==> config.mk <==
export PLATFORM = sky130hd
export DESIGN_NAME = bff_flag_parity
export DESIGN_NICKNAME = d
export VERILOG_FILES = /design/src/pkg/bff_pkg.sv /design/src/verilog/bff_flag_parity.sv /design/src/verilog/bff_flag_unit.sv
export SDC_FILE = /design/constraint.sdc
export NUM_CORES = 1
export LEC_CHECK = 0
export ABC_AREA = 1
export BUFFER_PORTS_ARGS = -buffer_cell sky130_fd_sc_hd__buf_2
export CORE_ASPECT_RATIO = 1.2
export CORE_MARGIN = 2
export CORE_UTILIZATION = 35
export DETAILED_ROUTE_END_ITERATION = 10
export PLACE_DENSITY_LB_ADDON = 0.08
export SKIP_CTS_REPAIR_TIMING = 1
export SYNTH_ARGS = -nofsm -noshare
export SYNTH_HDL_FRONTEND = slang
export SYNTH_SLANG_ARGS = --single-unit
==> constraint.sdc <==
create_clock -name REF_CLK_I -period 6.08 [get_ports REF_CLK_I]
set_input_delay 0.608 -clock REF_CLK_I [delete_from_list [all_inputs] [get_ports REF_CLK_I]]
set_output_delay 0.608 -clock REF_CLK_I [all_outputs]
set_load 0.02 [all_outputs]
==> src/pkg/bff_pkg.sv <==
// constants, carrier types and parity helpers for the flag and parity block
package bff_pkg;

  // ---------------------------------------------------------------
  // sizes and reset values
  // ---------------------------------------------------------------
  localparam int BFF_DEPTH_DEF = 512;
  localparam int BFF_OFS_W_DEF = 9;
  localparam int BFF_PACK_W = 9;
  localparam int BFF_WORD_W = 36;
  localparam int BFF_BYTE_W = 9;
  localparam int BFF_NBYTE = 4;
  localparam int BFF_CFG_W = 18;
  localparam int BFF_OFS_RST = 8;
  localparam logic [17:0] BFF_CFG_RST = 18'h00001;

  // ---------------------------------------------------------------
  // configuration word bit positions
  // ---------------------------------------------------------------
  localparam int BFF_B_PSENSE = 0;
  localparam int BFF_B_GEN_A = 1;
  localparam int BFF_B_LAT_A = 2;
  localparam int BFF_B_SY_EF2 = 3;
  localparam int BFF_B_SY_AE2 = 4;
  localparam int BFF_B_HF1_LO = 5;
  localparam int BFF_B_HF1_HI = 6;
  localparam int BFF_B_SY_AF1 = 7;
  localparam int BFF_B_SY_FF1 = 8;
  localparam int BFF_B_CHK_B = 9;
  localparam int BFF_B_GEN_B = 10;
  localparam int BFF_B_LAT_B = 11;
  localparam int BFF_B_SY_EF1 = 12;
  localparam int BFF_B_SY_AE1 = 13;
  localparam int BFF_B_HF2_LO = 14;
  localparam int BFF_B_HF2_HI = 15;
  localparam int BFF_B_SY_AF2 = 16;
  localparam int BFF_B_SY_FF2 = 17;

  // ---------------------------------------------------------------
  // port A resource addresses
  // ---------------------------------------------------------------
  localparam logic [2:0] BFF_A_FIFO = 3'h7;
  localparam logic [2:0] BFF_A_MBOX = 3'h6;
  localparam logic [2:0] BFF_A_FLAGW = 3'h5;
  localparam logic [2:0] BFF_A_CTRL = 3'h4;
  localparam logic [2:0] BFF_A_AE1 = 3'h3;
  localparam logic [2:0] BFF_A_AF1 = 3'h2;
  localparam logic [2:0] BFF_A_AE2 = 3'h1;
  localparam logic [2:0] BFF_A_AF2 = 3'h0;

  // ---------------------------------------------------------------
  // port B width codes and check masks
  // ---------------------------------------------------------------
  localparam logic [1:0] BFF_WS_36 = 2'h3;
  localparam logic [1:0] BFF_WS_36R = 2'h2;
  localparam logic [1:0] BFF_WS_18 = 2'h1;
  localparam logic [1:0] BFF_WS_9 = 2'h0;
  localparam logic [3:0] BFF_MASK_ALL = 4'hF;
  localparam logic [3:0] BFF_MASK_HALF = 4'h3;
  localparam logic [3:0] BFF_MASK_BYTE = 4'h1;

  // ---------------------------------------------------------------
  // flag indices
  // ---------------------------------------------------------------
  localparam int BFF_FL_FF = 0;
  localparam int BFF_FL_AF = 1;
  localparam int BFF_FL_HF = 2;
  localparam int BFF_FL_AE = 3;
  localparam int BFF_FL_EF = 4;
  localparam int BFF_NFLAG = 5;

  // ---------------------------------------------------------------
  // carriers
  // ---------------------------------------------------------------
  typedef struct packed {
    logic ef;
    logic ae;
    logic hf;
    logic af;
    logic ff;
  } bff_flags_t;

  typedef struct packed {
    logic en;
    logic rd;
    logic [2:0] addr;
    logic [35:0] data;
  } bff_porta_req_t;

  // ---------------------------------------------------------------
  // parity helpers
  // ---------------------------------------------------------------
  function automatic logic [35:0] bff_par_gen(input logic [35:0] d, input logic odd);
    logic [35:0] o;
    o = d;
    for (int i = 0; i < BFF_NBYTE; i++) begin
      o[i*BFF_BYTE_W+8] = (^d[i*BFF_BYTE_W +: 8]) ^ odd;
    end
    return o;
  endfunction : bff_par_gen

  function automatic logic [3:0] bff_par_err(input logic [35:0] d, input logic odd);
    logic [3:0] e;
    e = '0;
    for (int i = 0; i < BFF_NBYTE; i++) begin
      e[i] = (^d[i*BFF_BYTE_W +: BFF_BYTE_W]) ^ odd;
    end
    return e;
  endfunction : bff_par_err

endpackage : bff_pkg

==> src/verilog/bff_flag_parity.sv <==
// flag generation, offsets, configuration and byte parity for the two-way fifo
`timescale 1ns/10ps
// Functional notes
// - reset loads all four offsets with eight
// - packed flag word holds four 9-bit offsets
// - bit 00 picks parity sense, resets odd
// - checked byte correct by odd/even ones count
// - generation bit overwrites byte top parity bit
// - latch bit: flowthrough or port-clocked error flag
// - latched port B flag stays steady
// - bit 09 selects full-word or width-based check
// - almost-empty low while readable count at most q
// - almost-full low while free space at most p
// - sync bit: one clock or two clocks
// - half-full two-bit field picks clocking
// - other configuration bits reset to zero
// - set on rise; clear on fall then rise
module bff_flag_parity
  import bff_pkg::*;
#(
  parameter int DEPTH = BFF_DEPTH_DEF,
  parameter int OFS_W = BFF_OFS_W_DEF
) (
  input wire logic REF_CLK_I,
  input wire logic RST_I,
  input wire logic PORT_A_CLK_I,
  input wire logic PORT_B_CLK_I,
  input wire logic EN_A_I,
  input wire logic RD_A_I,
  input wire logic [2:0] ADDR_A_I,
  input wire logic [35:0] DATA_A_I,
  input wire logic [35:0] DATA_B_I,
  input wire logic [1:0] PORTB_WIDTH_SEL_I,
  input wire logic [1:0] PUSH_I,
  input wire logic [1:0] POP_I,
  output logic [35:0] DATA_A_O,
  output logic [35:0] GEN_A_O,
  output logic [35:0] GEN_B_O,
  output logic PARITY_ERROR_FLAG_A_N_O,
  output logic PARITY_ERROR_FLAG_B_N_O,
  output bff_flags_t FLAGS1_N_O,
  output bff_flags_t FLAGS2_N_O
);

  localparam int CW = $clog2(DEPTH + 1);
  localparam logic [CW:0] DEPTH_X = (CW+1)'(DEPTH);
  localparam int SW = ((CW > OFS_W) ? CW : OFS_W) + 2; // room for count plus offset

  typedef struct packed {
    logic [2:0] ca;
    logic [2:0] cb;
    bff_porta_req_t a1;
    bff_porta_req_t a2;
    logic [35:0] b1;
    logic [35:0] b2;
    logic [1:0] ws1;
    logic [1:0] ws2;
    logic [1:0] pu1;
    logic [1:0] pu2;
    logic [1:0] po1;
    logic [1:0] po2;
    logic [1:0][CW-1:0] cnt;
    logic [17:0] cfg;
    logic [1:0][OFS_W-1:0] aeo;
    logic [1:0][OFS_W-1:0] afo;
    logic [35:0] rdat;
    logic [35:0] gena;
    logic [35:0] genb;
    logic pfa;
    logic pfb;
  } bff_state_t;

  bff_state_t st_r;
  bff_state_t st_nxt;
  logic [1:0] rise;
  logic [1:0] fall;
  logic [3:0] err_a;
  logic [3:0] err_b;
  logic [3:0] mask_b;
  logic now_a;
  logic now_b;
  logic wr_a;
  logic [9:0] cond;
  logic [9:0] setr;
  logic [9:0] clrr;
  logic [9:0] clrf;
  logic [9:0] flags_n;
  logic [1:0][4:0] sy;
  logic [1:0][4:0] sk;

  // ---------------------------------------------------------------
  // port clock edges and parity terms
  // ---------------------------------------------------------------
  // edges seen from the second and third sync stages only
  assign rise = {st_r.cb[1] & ~st_r.cb[2], st_r.ca[1] & ~st_r.ca[2]};
  assign fall = {~st_r.cb[1] & st_r.cb[2], ~st_r.ca[1] & st_r.ca[2]};
  assign wr_a = rise[0] && st_r.a2.en && !st_r.a2.rd;
  assign err_a = bff_par_err(st_r.a2.data, st_r.cfg[BFF_B_PSENSE]);
  assign err_b = bff_par_err(st_r.b2, st_r.cfg[BFF_B_PSENSE]);

  // port B check lanes from the width setting
  always_comb begin
    mask_b = BFF_MASK_ALL;
    if (st_r.cfg[BFF_B_CHK_B]) begin
      case (st_r.ws2)
        BFF_WS_18: mask_b = BFF_MASK_HALF;
        BFF_WS_9: mask_b = BFF_MASK_BYTE;
        default: mask_b = BFF_MASK_ALL;
      endcase
    end
  end

  assign now_a = |err_a;
  assign now_b = |(err_b & mask_b);

  // ---------------------------------------------------------------
  // next state
  // ---------------------------------------------------------------
  always_comb begin
    logic psh;
    logic pop;
    psh = 1'b0;
    pop = 1'b0;
    st_nxt = st_r;
    st_nxt.ca = {st_r.ca[1:0], PORT_A_CLK_I};
    st_nxt.cb = {st_r.cb[1:0], PORT_B_CLK_I};
    st_nxt.a1 = '{en: EN_A_I, rd: RD_A_I, addr: ADDR_A_I, data: DATA_A_I};
    st_nxt.a2 = st_r.a1;
    st_nxt.b1 = DATA_B_I;
    st_nxt.b2 = st_r.b1;
    st_nxt.ws1 = PORTB_WIDTH_SEL_I;
    st_nxt.ws2 = st_r.ws1;
    st_nxt.pu1 = PUSH_I;
    st_nxt.pu2 = st_r.pu1;
    st_nxt.po1 = POP_I;
    st_nxt.po2 = st_r.po1;
    // occupancy: fifo 0 written on A and read on B, fifo 1 the reverse
    for (int f = 0; f < 2; f++) begin
      psh = rise[f] && st_r.pu2[f] && ({1'b0, st_r.cnt[f]} != DEPTH_X);
      pop = rise[1-f] && st_r.po2[f] && (st_r.cnt[f] != '0);
      if (psh && !pop) begin
        st_nxt.cnt[f] = st_r.cnt[f] + 1'b1;
      end else if (pop && !psh) begin
        st_nxt.cnt[f] = st_r.cnt[f] - 1'b1;
      end
    end
    // generated data words
    st_nxt.gena = st_r.cfg[BFF_B_GEN_A] ?
      bff_par_gen(st_r.a2.data, st_r.cfg[BFF_B_PSENSE]) : st_r.a2.data;
    st_nxt.genb = st_r.cfg[BFF_B_GEN_B] ?
      bff_par_gen(st_r.b2, st_r.cfg[BFF_B_PSENSE]) : st_r.b2;
    // latched error flags sample on their own port edge
    if (rise[0]) begin
      st_nxt.pfa = now_a;
    end
    if (rise[1]) begin
      st_nxt.pfb = now_b;
    end
    // register writes through the port A address code
    if (wr_a) begin
      case (st_r.a2.addr)
        BFF_A_CTRL: st_nxt.cfg = st_r.a2.data[BFF_CFG_W-1:0];
        BFF_A_FLAGW: begin
          st_nxt.aeo[0] = OFS_W'(st_r.a2.data[0 +: BFF_PACK_W]);
          st_nxt.afo[0] = OFS_W'(st_r.a2.data[BFF_PACK_W +: BFF_PACK_W]);
          st_nxt.aeo[1] = OFS_W'(st_r.a2.data[2*BFF_PACK_W +: BFF_PACK_W]);
          st_nxt.afo[1] = OFS_W'(st_r.a2.data[3*BFF_PACK_W +: BFF_PACK_W]);
        end
        BFF_A_AE1: st_nxt.aeo[0] = st_r.a2.data[OFS_W-1:0];
        BFF_A_AF1: st_nxt.afo[0] = st_r.a2.data[OFS_W-1:0];
        BFF_A_AE2: st_nxt.aeo[1] = st_r.a2.data[OFS_W-1:0];
        BFF_A_AF2: st_nxt.afo[1] = st_r.a2.data[OFS_W-1:0];
        default: st_nxt.cfg = st_r.cfg;
      endcase
    end
    // register reads; fifo and mailbox codes return zero here
    if (rise[0] && st_r.a2.en && st_r.a2.rd) begin
      case (st_r.a2.addr)
        BFF_A_CTRL: st_nxt.rdat = BFF_WORD_W'(st_r.cfg);
        BFF_A_FLAGW: st_nxt.rdat = {BFF_PACK_W'(st_r.afo[1]), BFF_PACK_W'(st_r.aeo[1]),
                                    BFF_PACK_W'(st_r.afo[0]), BFF_PACK_W'(st_r.aeo[0])};
        BFF_A_AE1: st_nxt.rdat = BFF_WORD_W'(st_r.aeo[0]);
        BFF_A_AF1: st_nxt.rdat = BFF_WORD_W'(st_r.afo[0]);
        BFF_A_AE2: st_nxt.rdat = BFF_WORD_W'(st_r.aeo[1]);
        BFF_A_AF2: st_nxt.rdat = BFF_WORD_W'(st_r.afo[1]);
        default: st_nxt.rdat = '0;
      endcase
    end
    // synchronous reset values
    if (RST_I) begin
      st_nxt = '0;
      st_nxt.cfg = BFF_CFG_RST;
      for (int f = 0; f < 2; f++) begin
        st_nxt.aeo[f] = OFS_W'(BFF_OFS_RST);
        st_nxt.afo[f] = OFS_W'(BFF_OFS_RST);
      end
    end
  end

  always_ff @(posedge REF_CLK_I) begin
    st_r <= st_nxt;
  end

  // ---------------------------------------------------------------
  // flag clocking selection
  // ---------------------------------------------------------------
  // sync enable and sync clock (0 port A, 1 port B) per flag
  assign sy[0] = {st_r.cfg[BFF_B_SY_EF1], st_r.cfg[BFF_B_SY_AE1],
                  st_r.cfg[BFF_B_HF1_LO] | st_r.cfg[BFF_B_HF1_HI],
                  st_r.cfg[BFF_B_SY_AF1], st_r.cfg[BFF_B_SY_FF1]};
  assign sy[1] = {st_r.cfg[BFF_B_SY_EF2], st_r.cfg[BFF_B_SY_AE2],
                  st_r.cfg[BFF_B_HF2_LO] | st_r.cfg[BFF_B_HF2_HI],
                  st_r.cfg[BFF_B_SY_AF2], st_r.cfg[BFF_B_SY_FF2]};
  assign sk[0] = {1'b1, 1'b0, ~st_r.cfg[BFF_B_HF1_LO], 1'b0, 1'b0};
  assign sk[1] = {1'b0, 1'b1, st_r.cfg[BFF_B_HF2_LO], 1'b1, 1'b1};

  // occupancy conditions and edge routing for each flag
  always_comb begin
    logic [SW-1:0] cx;
    int i;
    int s;
    int c;
    cx = '0;
    i = 0;
    s = 0;
    c = 0;
    for (int f = 0; f < 2; f++) begin
      cx = SW'(st_r.cnt[f]);
      cond[f*BFF_NFLAG+BFF_FL_FF] = (cx == SW'(DEPTH));
      cond[f*BFF_NFLAG+BFF_FL_AF] = (cx + SW'(st_r.afo[f])) >= SW'(DEPTH);
      cond[f*BFF_NFLAG+BFF_FL_HF] = (cx > SW'(DEPTH / 2));
      cond[f*BFF_NFLAG+BFF_FL_AE] = (cx <= SW'(st_r.aeo[f]));
      cond[f*BFF_NFLAG+BFF_FL_EF] = (cx == '0);
      for (int k = 0; k < BFF_NFLAG; k++) begin
        i = f * BFF_NFLAG + k;
        s = (k <= BFF_FL_HF) ? f : 1 - f;
        c = 1 - s;
        if (sy[f][k]) begin
          s = int'(sk[f][k]);
          c = s;
        end
        setr[i] = rise[s];
        clrr[i] = rise[c];
        clrf[i] = fall[c];
      end
    end
  end

  // ---------------------------------------------------------------
  // flag units
  // ---------------------------------------------------------------
  for (genvar g = 0; g < 2 * BFF_NFLAG; g++) begin : g_flag
    bff_flag_unit #(
      .RST_ASSERT((g % BFF_NFLAG) >= BFF_FL_AE)
    ) u_flag (
      .clk_i(REF_CLK_I),
      .rst_i(RST_I),
      .cond_i(cond[g]),
      .set_rise_i(setr[g]),
      .clr_rise_i(clrr[g]),
      .clr_fall_i(clrf[g]),
      .flag_n_o(flags_n[g])
    );
  end

  // ---------------------------------------------------------------
  // outputs
  // ---------------------------------------------------------------
  assign DATA_A_O = st_r.rdat;
  assign GEN_A_O = st_r.gena;
  assign GEN_B_O = st_r.genb;
  assign PARITY_ERROR_FLAG_A_N_O = st_r.cfg[BFF_B_LAT_A] ? ~st_r.pfa : ~now_a;
  assign PARITY_ERROR_FLAG_B_N_O = st_r.cfg[BFF_B_LAT_B] ? ~st_r.pfb : ~now_b;
  assign FLAGS1_N_O = bff_flags_t'(flags_n[BFF_NFLAG-1:0]);
  assign FLAGS2_N_O = bff_flags_t'(flags_n[2*BFF_NFLAG-1:BFF_NFLAG]);
endmodule : bff_flag_parity

==> src/verilog/bff_flag_unit.sv <==
// one status flag: set on one port edge, cleared via falling then rising edge
`timescale 1ns/10ps
module bff_flag_unit
  import bff_pkg::*;
#(
  parameter bit RST_ASSERT = 1'b0
) (
  input wire logic clk_i,
  input wire logic rst_i,
  input wire logic cond_i,
  input wire logic set_rise_i,
  input wire logic clr_rise_i,
  input wire logic clr_fall_i,
  output logic flag_n_o
);

  typedef struct packed {
    logic flag_n;
    logic pend;
  } bff_fu_state_t;

  bff_fu_state_t st_r;
  bff_fu_state_t st_nxt;

  // ---------------------------------------------------------------
  // set and two-step clear
  // ---------------------------------------------------------------
  // assert on set-clock rise, arm clear on fall, release on rise
  always_comb begin
    st_nxt = st_r;
    if (rst_i) begin
      st_nxt.flag_n = ~RST_ASSERT;
      st_nxt.pend = 1'b0;
    end else if (cond_i) begin
      st_nxt.pend = 1'b0;
      if (set_rise_i) begin
        st_nxt.flag_n = 1'b0;
      end
    end else begin
      if (st_r.pend && clr_rise_i) begin
        st_nxt.flag_n = 1'b1;
        st_nxt.pend = 1'b0;
      end else if (clr_fall_i && !st_r.flag_n) begin
        st_nxt.pend = 1'b1;
      end
    end
  end

  always_ff @(posedge clk_i) begin
    st_r <= st_nxt;
  end

  assign flag_n_o = st_r.flag_n;
endmodule : bff_flag_unit
; ---- After elaboration in Yosys (flattened, before gate mapping)
; Index checks and enable logic that the tools add are counted.
[op_classes]
add_sub_neg = 6
magnitude_cmp = 18
eq_ne = 20
muxes = 132
n_bitwise = 32
reduce_logical = 115
[ops]
columns = cell, n
row1 = "< comparator 32 x 3 -> 1 bit, second input constant", 12
row2 = one-hot mux 36 bit (6 select lines), 1
row3 = 2-to-1 mux 1 bit, 110
row4 = 2-to-1 mux 36 bit, 2
row5 = XOR reduction 9 bit, 8
row6 = XOR reduction 8 bit, 8
row7 = one-hot mux 9 bit (2 select lines), 3
row8 = 2-to-1 mux 10 bit, 4
row9 = logical AND 1 bit, 35
row10 = AND reduction 2 bit, 15
row11 = nonzero test 2 bit, 15
row12 = OR reduction 3 bit, 10
row13 = adder 10 x 9 -> 11 bit, 2
row14 = "greater-or-equal comparator 11 x 10 -> 1 bit, second input constant", 2
row15 = "adder 10 x 1 -> 10 bit, second input constant", 2
row16 = "== test 10 bit, second input constant", 2
row17 = "> comparator 10 x 9 -> 1 bit, second input constant", 2
row18 = less-or-equal comparator 10 x 9 -> 1 bit, 2
row19 = logical NOT 10 bit, 2
row20 = 2-to-1 mux 2 bit, 10
row21 = "inequality test 10 bit, second input constant", 2
row22 = nonzero test 10 bit, 2
row23 = "subtractor 10 x 1 -> 10 bit, second input constant", 2
row24 = bitwise XOR 1 bit, 16
row25 = other kinds (17), 54
[totals]
register_bits = 376
input_bits = 87
output_inout_bits = 120
wordCells = 373

; ---- Depth between registers and ports, before layout
; Gate-level depths: netlist (run 1).
[depth]
ltp_word = 9
depth_mapped = 20
mapped_depth_nobuf = 20

; ---- Hierarchy
; A second synthesis (run 1) with hierarchy kept.
[unflattened]
cells_unflattened = 2156
area_unflattened_um2 = 16269.4
[modules_own_cells]
columns = module, n_inst, cells_each, area_each_um2, seq_area_each_um2
row1 = bff_flag_parity, 1, 2022, 15396.0, 7126.8
row2 = bff_flag_unit at g_flag[0].u_flag ..., 6, 13, 86.3, 40.0
row3 = bff_flag_unit at g_flag[3].u_flag ..., 4, 14, 88.8, 40.0

; ---- Least setup slack after synthesis (run 1)
; No wires, ideal clock.
[synth_path]
path_type = register to register
startpoint = register st_r[164] in the netlist's numbering
endpoint = register st_r[172] in the netlist's numbering
setup_ns = 0.115
arrival_ns = 2.647
t_required_ns = 5.965
slack_ns = 3.317
stages_incl_launch_ff = 19
path_buffers = 0
synth_period_minus_slack_ns = 2.763
path_cell_list = dfxtp_1 inv_1 nand3_1 nor4_1 nand2_1 nor2_1 nor2_1 ha_1 inv_1 ha_1 a21oi_1 nand2_1 a21oi_1 o21ai_0 a21o_1 nand2_1 nand2_1 o21ai_0 inv_1
[synth_via]
elab_chain_len = 5
elab_cells_between_ends = 13
classes_between = add/sub (2) / eq/ne (1) / mux (2) / reduce/logical (8)
[synth_rtl]
columns = element, line
row1 = from (decl), bff_flag_parity.sv:73  ; bff_state_t st_r;
row2 = from (signal assigned), bff_flag_parity.sv:201  ; st_r <= st_nxt;
row3 = "parallel branches: the longest is 5 deep, another holds subtractor 10 x 1 -> 10 bit", n/a
; Parallel ways; which one is timed is not known. The select of a mux whose other input is x is not followed.
; A chain may end at the register's enable or synchronous reset.

; ---- Worst setup path after layout (run 1)
[layout_path]
startpoint = register st_r[146] in the netlist's numbering
endpoint = output PARITY_ERROR_FLAG_A_N_O
[layout_via]
elab_chain_len = 4
elab_cells_between_ends = 7
classes_between = mux (1) / bitwise (5) / reduce/logical (1)
[layout_rtl]
columns = element, line
row1 = bitwise XOR 1 bit, bff_pkg.sv:106  ; e[i] = (^d[i*BFF_BYTE_W +: BFF_BYTE_W]) ^ odd;
row2 = OR reduction 4 bit (*), bff_flag_parity.sv:113  ; assign now_a = |err_a;
row3 = inverter 1 bit (*), bff_flag_parity.sv:272  ; assign PARITY_ERROR_FLAG_A_N_O = st_r.cfg[BFF_B_LAT_A] ? ~st_r.pfa : ~now_a;
row4 = 2-to-1 mux 1 bit (*), bff_flag_parity.sv:272
row5 = to (decl), bff_flag_parity.sv:39  ; output logic PARITY_ERROR_FLAG_A_N_O,
; Mark *: on every way between the ends. The rest lies on a longest branch, timed or not.

==> qor.txt, run 1 <==
Hold Crit Class: in2reg
Seq cells post-synth: 376
Footprint of the multi-input gates: 6270 µm²
Buf+Inv Stages, Crit Path: 3
Vias in the first global route: 12690
Worst slew margin: 28.37%
Final nets: 2380
Grt met2 use: 29.31%
I/O pins: 207
Number of flops mapped to enable cells by yosys: 0
Reg2Reg Depth: 17
Cell count after synthesis: 2172
Worst Path Arrival: 3370 ps
Hold Path Cell Cnt: 3
Worst r2r src: st_r[164]
Fmax: 251.5 MHz
Most frequent cells in the layout: dfxtp_1 (376), inv_1 (375), nand2_1 (352)
Crit end category: primary output
Pwr dens: 300.3 nW/µm²
CTS root buffer: clkbuf_16
Vias after detailed routing: 13090
Largest area contributor in the netlist: dfxtp_1
Period utilization: 65.40%
Post-synthesis sequential area ratio: 45.70%
Via/cell ratio: 4.529
Largest net degree at the start of global routing: 125
Reg area: 7527 µm²
DRC Markers: 0
CP Launch Type: flop
Placer Congestion: 0.8583
Comb pwr share: 6.5%
Total grt overflow: 0
Worst VDD drop: 0.1599 mV
Share of layout cells above drive strength 1: 14.29%
Clock-pin slew on the worst setup and hold paths: 60 ps
Synth area leaders: dfxtp_1 (46%), inv_1 (8.6%), nand2_1 (8.0%), nor2_1 (6.8%), buf_4 (5.5%)
Final Hold Vio Count: 0
Met1 Use GR: 23.75%
Total of max-cap violations: 0
Psw: 1.338 mW
Busiest grt layer: met2
Ys Warns: 0
Tot GR Track Use: 18.12%
Reg2reg end: st_r[171]
Met3 usage: 3.558%
Critical path peak fanout: 12
Hold Path Origin: DATA_B_I[5]
Leak Pwr: 8.901 nW
Setup Crit Path Kind: reg2out
Worst Hold End: st_r[237]
Place WS: 2595 ps
Starting density of the core: 35.27%
Die Area: 48820 µm²
Final WS setup: 2104 ps
Async SR Flop Fraction: 0%
Area growth syn-to-layout: 12.67%
Cts bufs inserted: 42
Initial DRC count: 538
Worst slew pin tran: 1068 ps
Finished Core Util: 39.74%
Die Span Y: 241.6 µm
Switching share of total power: 24.01%
Count of pins over their slew limit: 0
WL/cell: 15.39 µm
Initial antenna violation count: 0
# diodes: 0
Internal reg-to-reg setup slack: 2680 ps
Crit path required time: 5470 ps
Post-synth cell types: 48
Fin crit period: 3976 ps
Clk network pwr share: 47.3%
Most common cell after layout, fill and taps aside: dfxtp_1
Outcome: finished, final reports clean
Top FF cell, synth: dfxtp_1
FP Rows: 87
Final WL: 44480 µm
WHS: 238.5 ps
CTS Buffer Depth: 3
Placed wire-length estimate: 32300 µm
Most used cell, CP: nand2_1
Slowest stage delay, CP: 810 ps
Global-route wire length before repair: 69620 µm
Post-synth top area share: 45.70%
Setup Skew: 14.78 ps
Sequential share of power: 46.2%
Port Buf Inserts: 206
CP top delay family: simple AND/OR/NAND/NOR gates
Critical Path, Cell by Cell: inv_1 > nand3_1 > nand2_1 > nand3_1 > nand2_1 > nand2_1 > nand3_1 > nand2_1 > nand2_1 > inv_1 > nand2_1 > o21ai_2 > buf_2
Setup TNS: 0 ps
Core area: 46700 µm²
Final setup vio count: 0
Post-route ant nets: 0
Drt first pass iters: 5
Average size of a mapped cell: 7.583 µm²
Die Wd: 202.0 µm
Mapped cell area: 16470 µm²
Syn_nets: 2318
Final-layout fill cell count: 4987
CP max stage cell: dfxtp_1
Power Total: 5.572 mW
CTS tree: built
Clk_lat worst skew: 560 ps
Clock sink total: 376
Pint: 4.234 mW
Unrepaired setup endpoints after global routing: false
Htree depth: 2
-- synth_stat cells (5+ instances only) --
cell type / number
dfxtp_1: 376
inv_1: 376
nand2_1: 352
nor2_1: 300
a21oi_1: 130
buf_4: 121
o21ai_0: 116
nand3_1: 77
ha_1: 55
clkbuf_1: 52
a211oi_1: 23
a31oi_1: 19
xor2_1: 18
o211ai_1: 16
buf_2: 14
xnor2_1: 13
inv_2: 11
nand4_1: 11
a221oi_1: 9
nor3_1: 8
nor2_4: 7
nand3b_1: 6
o21bai_1: 5
-- state kept, by name, summed over array words and instances, names as in the netlist --
| name | count |
|---|---|
| g_flag.u_flag.flag_n_o | 10 |
| sk | 1 |
| g_flag.u_flag.st_r | 10 |
| st_r | 247 |
| GEN_A_O | 36 |
| GEN_B_O | 36 |
| DATA_A_O | 36 |
-- worst max-delay path by stage --
stage | start | endpoint | slack [ps] | cells after the start
detailed placement | st_r[146] | PARITY_ERROR_FLAG_B_N_O | 2600 | 15
finish | st_r[146] | PARITY_ERROR_FLAG_A_N_O | 2100 | 13
floorplan | st_r[164] | st_r[172] | 3320 | 18
global placement | st_r[146] | PARITY_ERROR_FLAG_B_N_O | 2570 | 15
global route | st_r[146] | PARITY_ERROR_FLAG_B_N_O | 1810 | 15
CTS | st_r[146] | PARITY_ERROR_FLAG_B_N_O | 1980 | 15
-- power groups by stage --
stage	Clock, mW	Sequential (mW)	Combinational [mW]
finish	2.64	2.57	0.361
global route	2.82	2.58	0.417
CTS	2.72	2.57	0.367
detailed placement	0	2.63	0.366
global placement	0	2.63	0.363
floorplan	0	2.61	0.273
-- logic make-up after synthesis --
family / Yosys count / share of synthesized area, %
buf+inv: 581 / 16.29
fa+ha+maj: 59 / 4.665
simple gates: 778 / 19.38
flops: 376 / 45.70
xor+xnor: 32 / 1.747
compound gates: 346 / 12.22
-- worst min-delay path, cell delays in order --
cell,delay (ps)
buf_2,70
inv_1,30
nor2_1,60
-- metrics by stage --
stage          cells  instance area [µm²]
2_1_floorplan   2172                16470
3_3_place_gp    2813                17110
3_5_place_dp    2813                17110
4_1_cts         2890                18560
5_1_grt         2890                18560
6_report        2890                18560
-- metal layers --
metal | part of all wire [%] | vias to the layer above
met4 | 3.7 | 0
met5 | 0 | -
met1 | 45 | 5928
li1 | - | 6772
met3 | 5.6 | 89
met2 | 46 | 301
-- layout make-up --
type / count / area share (%)
Clock buffer: 53 / 6.271
Tap cell: 623 / 4.201
Timing Repair Buffer: 211 / 5.812
Sequential cell: 376 / 40.56
Multi-Input combinational cell: 1215 / 33.79
Clock inverter: 24 / 1.517
Inverter: 388 / 7.848
No activity file was read; power rests on OpenSTA's default activity.
==> run 2, diff against run 1 <==
--- a/config.mk
+++ b/config.mk
@@ -5,7 +5,7 @@
 export SDC_FILE = /design/constraint.sdc
 export NUM_CORES = 1
 export LEC_CHECK = 0
-export ABC_AREA = 1
+export ABC_AREA = 0
 export BUFFER_PORTS_ARGS = -buffer_cell sky130_fd_sc_hd__buf_2
 export CORE_ASPECT_RATIO = 1.2
 export CORE_MARGIN = 2
==> constraint.sdc (replaced) <==
create_clock -name REF_CLK_I -period 4.1 [get_ports REF_CLK_I]
set_input_delay 0.41 -clock REF_CLK_I [delete_from_list [all_inputs] [get_ports REF_CLK_I]]
set_output_delay 0.41 -clock REF_CLK_I [all_outputs]
set_load 0.02 [all_outputs]
==> run 2 against run 1 <==
Sequential power up 49%. Area after synthesis shrank 5.3%. Wire length shrank 9.7%. Non-clock buffer count increased by 12. Sequential cell count unchanged. Global-route usage shrank 0.71 points. Synthesized cell count shrank 24%. Die area decreased by 5.2%. Power up 44%. Core utilization increased by 0.29 points. Critical endpoint is now st_r[182]. Largest cell class unchanged.
==> qor.txt, run 2 <==
Outcome: finished, final reports clean
Starting density of the core: 35.49%
Placed wire-length estimate: 28190 µm
Number of flops mapped to enable cells by yosys: 0
Final setup vio count: 0
Setup Crit Path Kind: reg2reg
Unrepaired setup endpoints after global routing: false
I/O pins: 207
Clk network pwr share: 45.9%
Psw: 1.865 mW
CP max stage cell: or4b_1
Mapped cell area: 15590 µm²
Largest area contributor in the netlist: dfxtp_1
CP Launch Type: flop
Seq cells post-synth: 376
Share of layout cells above drive strength 1: 17.20%
Crit path required time: 4590 ps
Die Wd: 196.7 µm
Most used cell, CP: a21oi_1
Switching share of total power: 23.27%
FP Rows: 84
Syn_nets: 1792
Worst slew margin: 28.34%
CTS root buffer: clkbuf_16
Comb pwr share: 6.4%
Count of pins over their slew limit: 0
Most frequent cells in the layout: dfxtp_1 (376), nor2b_1 (248), buf_2 (205)
Setup Skew: 15.03 ps
Critical Path, Cell by Cell: nor4_1 > nand2_1 > or3_1 > nand3_1 > ha_1 > inv_1 > fa_1 > a21o_1 > a21oi_1 > o21bai_1 > a21oi_1 > o21ai_1 > or4b_1 > o211ai_1
Synth area leaders: dfxtp_1 (48%), nor2b_1 (9.9%), buf_4 (5.8%), ha_1 (4.4%), a21oi_1 (3.4%)
Final WS setup: 354.0 ps
Average size of a mapped cell: 9.474 µm²
Post-synth top area share: 48.27%
Largest net degree at the start of global routing: 138
Critical path peak fanout: 7
Setup TNS: 0 ps
Worst slew pin tran: 1074 ps
Die Span Y: 235.2 µm
Post-synthesis sequential area ratio: 48.27%
Die Area: 46260 µm²
Fin crit period: 3746 ps
Vias in the first global route: 10580
CTS tree: built
Place WS: 320.5 ps
WL/cell: 17.49 µm
Initial antenna violation count: 2
Total grt overflow: 0
Count leader, synth: dfxtp_1
Drt first pass iters: 5
Cts bufs inserted: 41
Sequential share of power: 47.7%
Ys Warns: 0
Async SR Flop Fraction: 0%
Total of max-cap violations: 0
Fmax: 266.9 MHz
Post-synth cell types: 59
Hold Crit Class: in2reg
Tot GR Track Use: 17.41%
Initial DRC count: 510
Slowest stage delay, CP: 470 ps
Cell count after synthesis: 1646
Final Hold Vio Count: 0
Pint: 6.152 mW
Most common cell after layout, fill and taps aside: dfxtp_1
Worst VDD drop: 0.3122 mV
Clock-pin slew on the worst setup and hold paths: 60 ps
Final-layout fill cell count: 4501
Htree depth: 2
Vias after detailed routing: 10770
Final nets: 1857
CTS Buffer Depth: 3
Buf+Inv Stages, Crit Path: 1
Port Buf Inserts: 206
Reg with most FFs: st_r
List of most frequent post-synthesis cells: dfxtp_1 (376), nor2b_1 (248), nor2_1 (129), nand2_1 (122), buf_4 (120)
Final WL: 40170 µm
Placer Congestion: 0.8020
Leak Pwr: 7.351 nW
Pwr dens: 455.9 nW/µm²
Period utilization: 91.37%
CP top delay family: simple AND/OR/NAND/NOR gates
Top FF cell, synth: dfxtp_1
Global-route wire length before repair: 61770 µm
Crit end category: flop
Largest register FFs: 247
Clk_lat worst skew: 580 ps
Clock sink total: 376
Worst Path Arrival: 4230 ps
Via/cell ratio: 4.687
# diodes: 0
DRC Markers: 0
Core area: 43930 µm²
Post-route ant nets: 0
Area growth syn-to-layout: 12.76%
==> run 2: logic make-up (layout without fill, tap and decap cells) <==
kind of cell | after synthesis | count (layout) | share of synthesized area (%)
flops | 376 | 376 | 48.27
mux | 42 | 42 | 2.712
fa+ha+maj | 59 | 59 | 4.927
simple gates | 602 | 602 | 20.06
compound gates | 258 | 258 | 10.23
xor+xnor | 77 | 77 | 5.135
buf+inv | 232 | 324 | 8.666
==> run 2: power groups by stage <==
stage / registers, mW / logic [mW] / clock network [mW]
6_report: 3.82 / 0.515 / 3.68
5_1_grt: 3.83 / 0.572 / 3.93
4_1_cts: 3.82 / 0.528 / 3.81
3_5_place_dp: 3.90 / 0.525 / 0
3_3_place_gp: 3.90 / 0.523 / 0
2_1_floorplan: 3.87 / 0.405 / 0
==> run 2: final timing paths <==
path,cells after the start,to,startpoint,slack [ps]
max,14,st_r[182],st_r[175],350
min,2,st_r[239],DATA_B_I[7],40
min reg2reg,1,st_r[273],st_r[314],430
max reg2reg,14,st_r[182],st_r[175],350
==> run 2: area by class of cell <==
type / instances / area [µm²] / share of cell area, %
clock buffer: 56 / 1142 / 6.497
clock inverter: 14 / 178.9 / 1.018
inverter: 31 / 116.4 / 0.6618
multi-input combinational: 1038 / 6725 / 38.25
sequential: 376 / 7527 / 42.81
tap: 559 / 699.4 / 3.978
timing repair buffer: 223 / 1194 / 6.789
==> run 2: metrics by stage <==
| stage | area, µm² | hold slack (ps) | std cells | utilization (%) | power (mW) |
|---|---|---|---|---|---|
| floorplan | 15590 | 413.8 | 1646 | - | 4.279 |
| global placement | 16260 | 415.7 | 2227 | 37.02 | 4.425 |
| detailed placement | 16260 | 420.4 | 2227 | 37.02 | 4.428 |
| CTS | 17580 | 0.2577 | 2297 | 40.02 | 8.156 |
| global route | 17580 | 24.62 | 2297 | 40.02 | 8.332 |
| finish | 17580 | 39.10 | 2297 | 40.02 | 8.017 |
==> run 2: layer usage <==
metal	GRT usage [%]	vias up	wire, µm
met3	4.126	69	2309
met4	6.516	4	1100
met2	27.22	228	18030
met5	0	-	21
li1	-	5478	-
met1	23.31	4987	18710
==> run 3, diff against run 2 <==
--- a/config.mk
+++ b/config.mk
@@ -7,7 +7,7 @@
 export LEC_CHECK = 0
 export ABC_AREA = 0
 export BUFFER_PORTS_ARGS = -buffer_cell sky130_fd_sc_hd__buf_2
-export CORE_ASPECT_RATIO = 1.2
+export CORE_ASPECT_RATIO = 0.8
 export CORE_MARGIN = 2
 export CORE_UTILIZATION = 35
 export DETAILED_ROUTE_END_ITERATION = 10
==> run 3 against run 2 <==
Global-route usage is 0.086 points higher. Clock skew is 9.7 ps higher. Sequential share of layout area is 0.65 points lower. Sequential cell count stayed put. Clock power is 13% higher. Non-clock buffer count is 1 higher. Power is 5.8% higher. Core utilization is 0.37 points higher. Maximum frequency is 1.6% lower. Sequential power hardly changed. Wire length is 0.94% higher. Critical path type unchanged. Critical endpoint unchanged. Largest cell class unchanged.
==> qor.txt, run 3 (synthesis results as in run 2) <==
Placed wire-length estimate: 28830 µm
Worst slew margin: 25.64%
Port Buf Inserts: 206
Final nets: 1859
Most common cell after layout, fill and taps aside: dfxtp_1
Tot GR Track Use: 17.50%
Switching share of total power: 22.83%
Initial antenna violation count: 1
Drt first pass iters: 5
Initial DRC count: 585
CP Launch Type: flop
# diodes: 0
Largest register FFs: 247
Global-route wire length before repair: 61220 µm
Final WS setup: 293.2 ps
Die Span Y: 192.8 µm
Die Area: 46270 µm²
Area growth syn-to-layout: 14.50%
Final Hold Vio Count: 0
Place WS: 266.0 ps
Most frequent cells in the layout: dfxtp_1 (376), nor2b_1 (248), buf_2 (205)
Htree depth: 2
Post-route ant nets: 0
Count of pins over their slew limit: 0
Largest net degree at the start of global routing: 149
Clock sink total: 376
DRC Markers: 0
Setup Skew: 24.69 ps
Share of layout cells above drive strength 1: 17.70%
Reg with most FFs: st_r
Final WL: 40550 µm
Total of max-cap violations: 0
Setup TNS: 0 ps
Setup Crit Path Kind: reg2reg
Crit path required time: 4580 ps
Fmax: 262.7 MHz
FP Rows: 69
I/O pins: 207
Starting density of the core: 35.28%
Comb pwr share: 6.1%
WL/cell: 17.26 µm
Period utilization: 92.85%
Pint: 6.548 mW
Outcome: finished, final reports clean
Die Wd: 240.0 µm
Clk_lat worst skew: 580 ps
Sequential share of power: 45.0%
Crit end category: flop
Clk network pwr share: 48.9%
Fin crit period: 3807 ps
Via/cell ratio: 4.603
Pwr dens: 475.2 nW/µm²
Final setup vio count: 0
Total grt overflow: 0
Critical path peak fanout: 9
Cts bufs inserted: 42
Vias after detailed routing: 10810
Worst Path Arrival: 4290 ps
Worst VDD drop: 0.3142 mV
Placer Congestion: 0.8500
Clock-pin slew on the worst setup and hold paths: 60 ps
CTS tree: built
Core area: 44200 µm²
Leak Pwr: 7.452 nW
Hold Crit Class: in2reg
CTS Buffer Depth: 3
Psw: 1.937 mW
Unrepaired setup endpoints after global routing: false
Vias in the first global route: 10420
Worst slew pin tran: 1114 ps
CTS root buffer: clkbuf_16
run 3: changes by cell type in the layout (fill, tap and decap cells not counted), sizes merged:
cell	previous run	this run
inv	36	34
clkbuf	56	57
buf	223	224
clkinv	6	8
bufinv	3	8
clkinvlp	0	1
run 3: through the flow:
stage	instance area [µm²]	cells	total power [mW]	util [%]	hold slack, ps
4_1_cts	17850	2349	8.606	40.39	-0.5813
3_5_place_dp	16320	2272	4.423	36.91	420.4
2_1_floorplan	15590	1646	4.279	-	413.8
5_1_grt	17850	2349	8.816	40.39	20.46
6_report	17850	2349	8.484	40.39	38.44
3_3_place_gp	16320	2272	4.421	36.91	416.8
run 3: path summary, 6_finish.rpt:
check	startpoint	slack [ps]	cells after the start	to
worst min-delay path	DATA_A_I[30]	40	2	st_r[339]
worst min register to register	st_r[341]	430	1	st_r[300]
worst max register to register	st_r[174]	290	14	st_r[182]
worst max-delay path	st_r[174]	290	14	st_r[182]
run 3: critical path, cell delays in order, from the launching register on:
cell	delay, ps
dfxtp_1	390
nor4_1	350
nand2_1	170
or3_1	380
nand3_1	110
ha_1	230
inv_1	190
fa_1	450
a21o_1	180
a21oi_1	240
o21bai_1	100
a21oi_1	230
o21ai_1	140
or4b_1	470
o211ai_1	90
run 3: power groups by stage:
stage	Sequential [mW]	Combinational, mW	Clock (mW)
floorplan	3.87	0.405	0
global placement	3.90	0.522	0
detailed placement	3.90	0.524	0
CTS	3.82	0.526	4.26
global route	3.83	0.575	4.41
finish	3.82	0.518	4.15
run 3: per-layer routing:
layer | up-vias | track usage (%) | share of wire [%]
li1 | 5491 | - | -
met1 | 5000 | 25.51 | 50
met2 | 249 | 25.48 | 42
met3 | 71 | 3.361 | 5.1
met4 | 2 | 6.307 | 2.5
met5 | - | 0 | 0.032
run 3: final cells by class:
type / count / area (µm²)
Clock inverter: 20 / 360.3
Sequential cell: 376 / 7527
Timing Repair Buffer: 224 / 1189
Fill cell: 4546 / 26350
Clock buffer: 57 / 1177
Inverter: 31 / 116.4
Multi-Input combinational cell: 1038 / 6730
Tap cell: 603 / 754.5
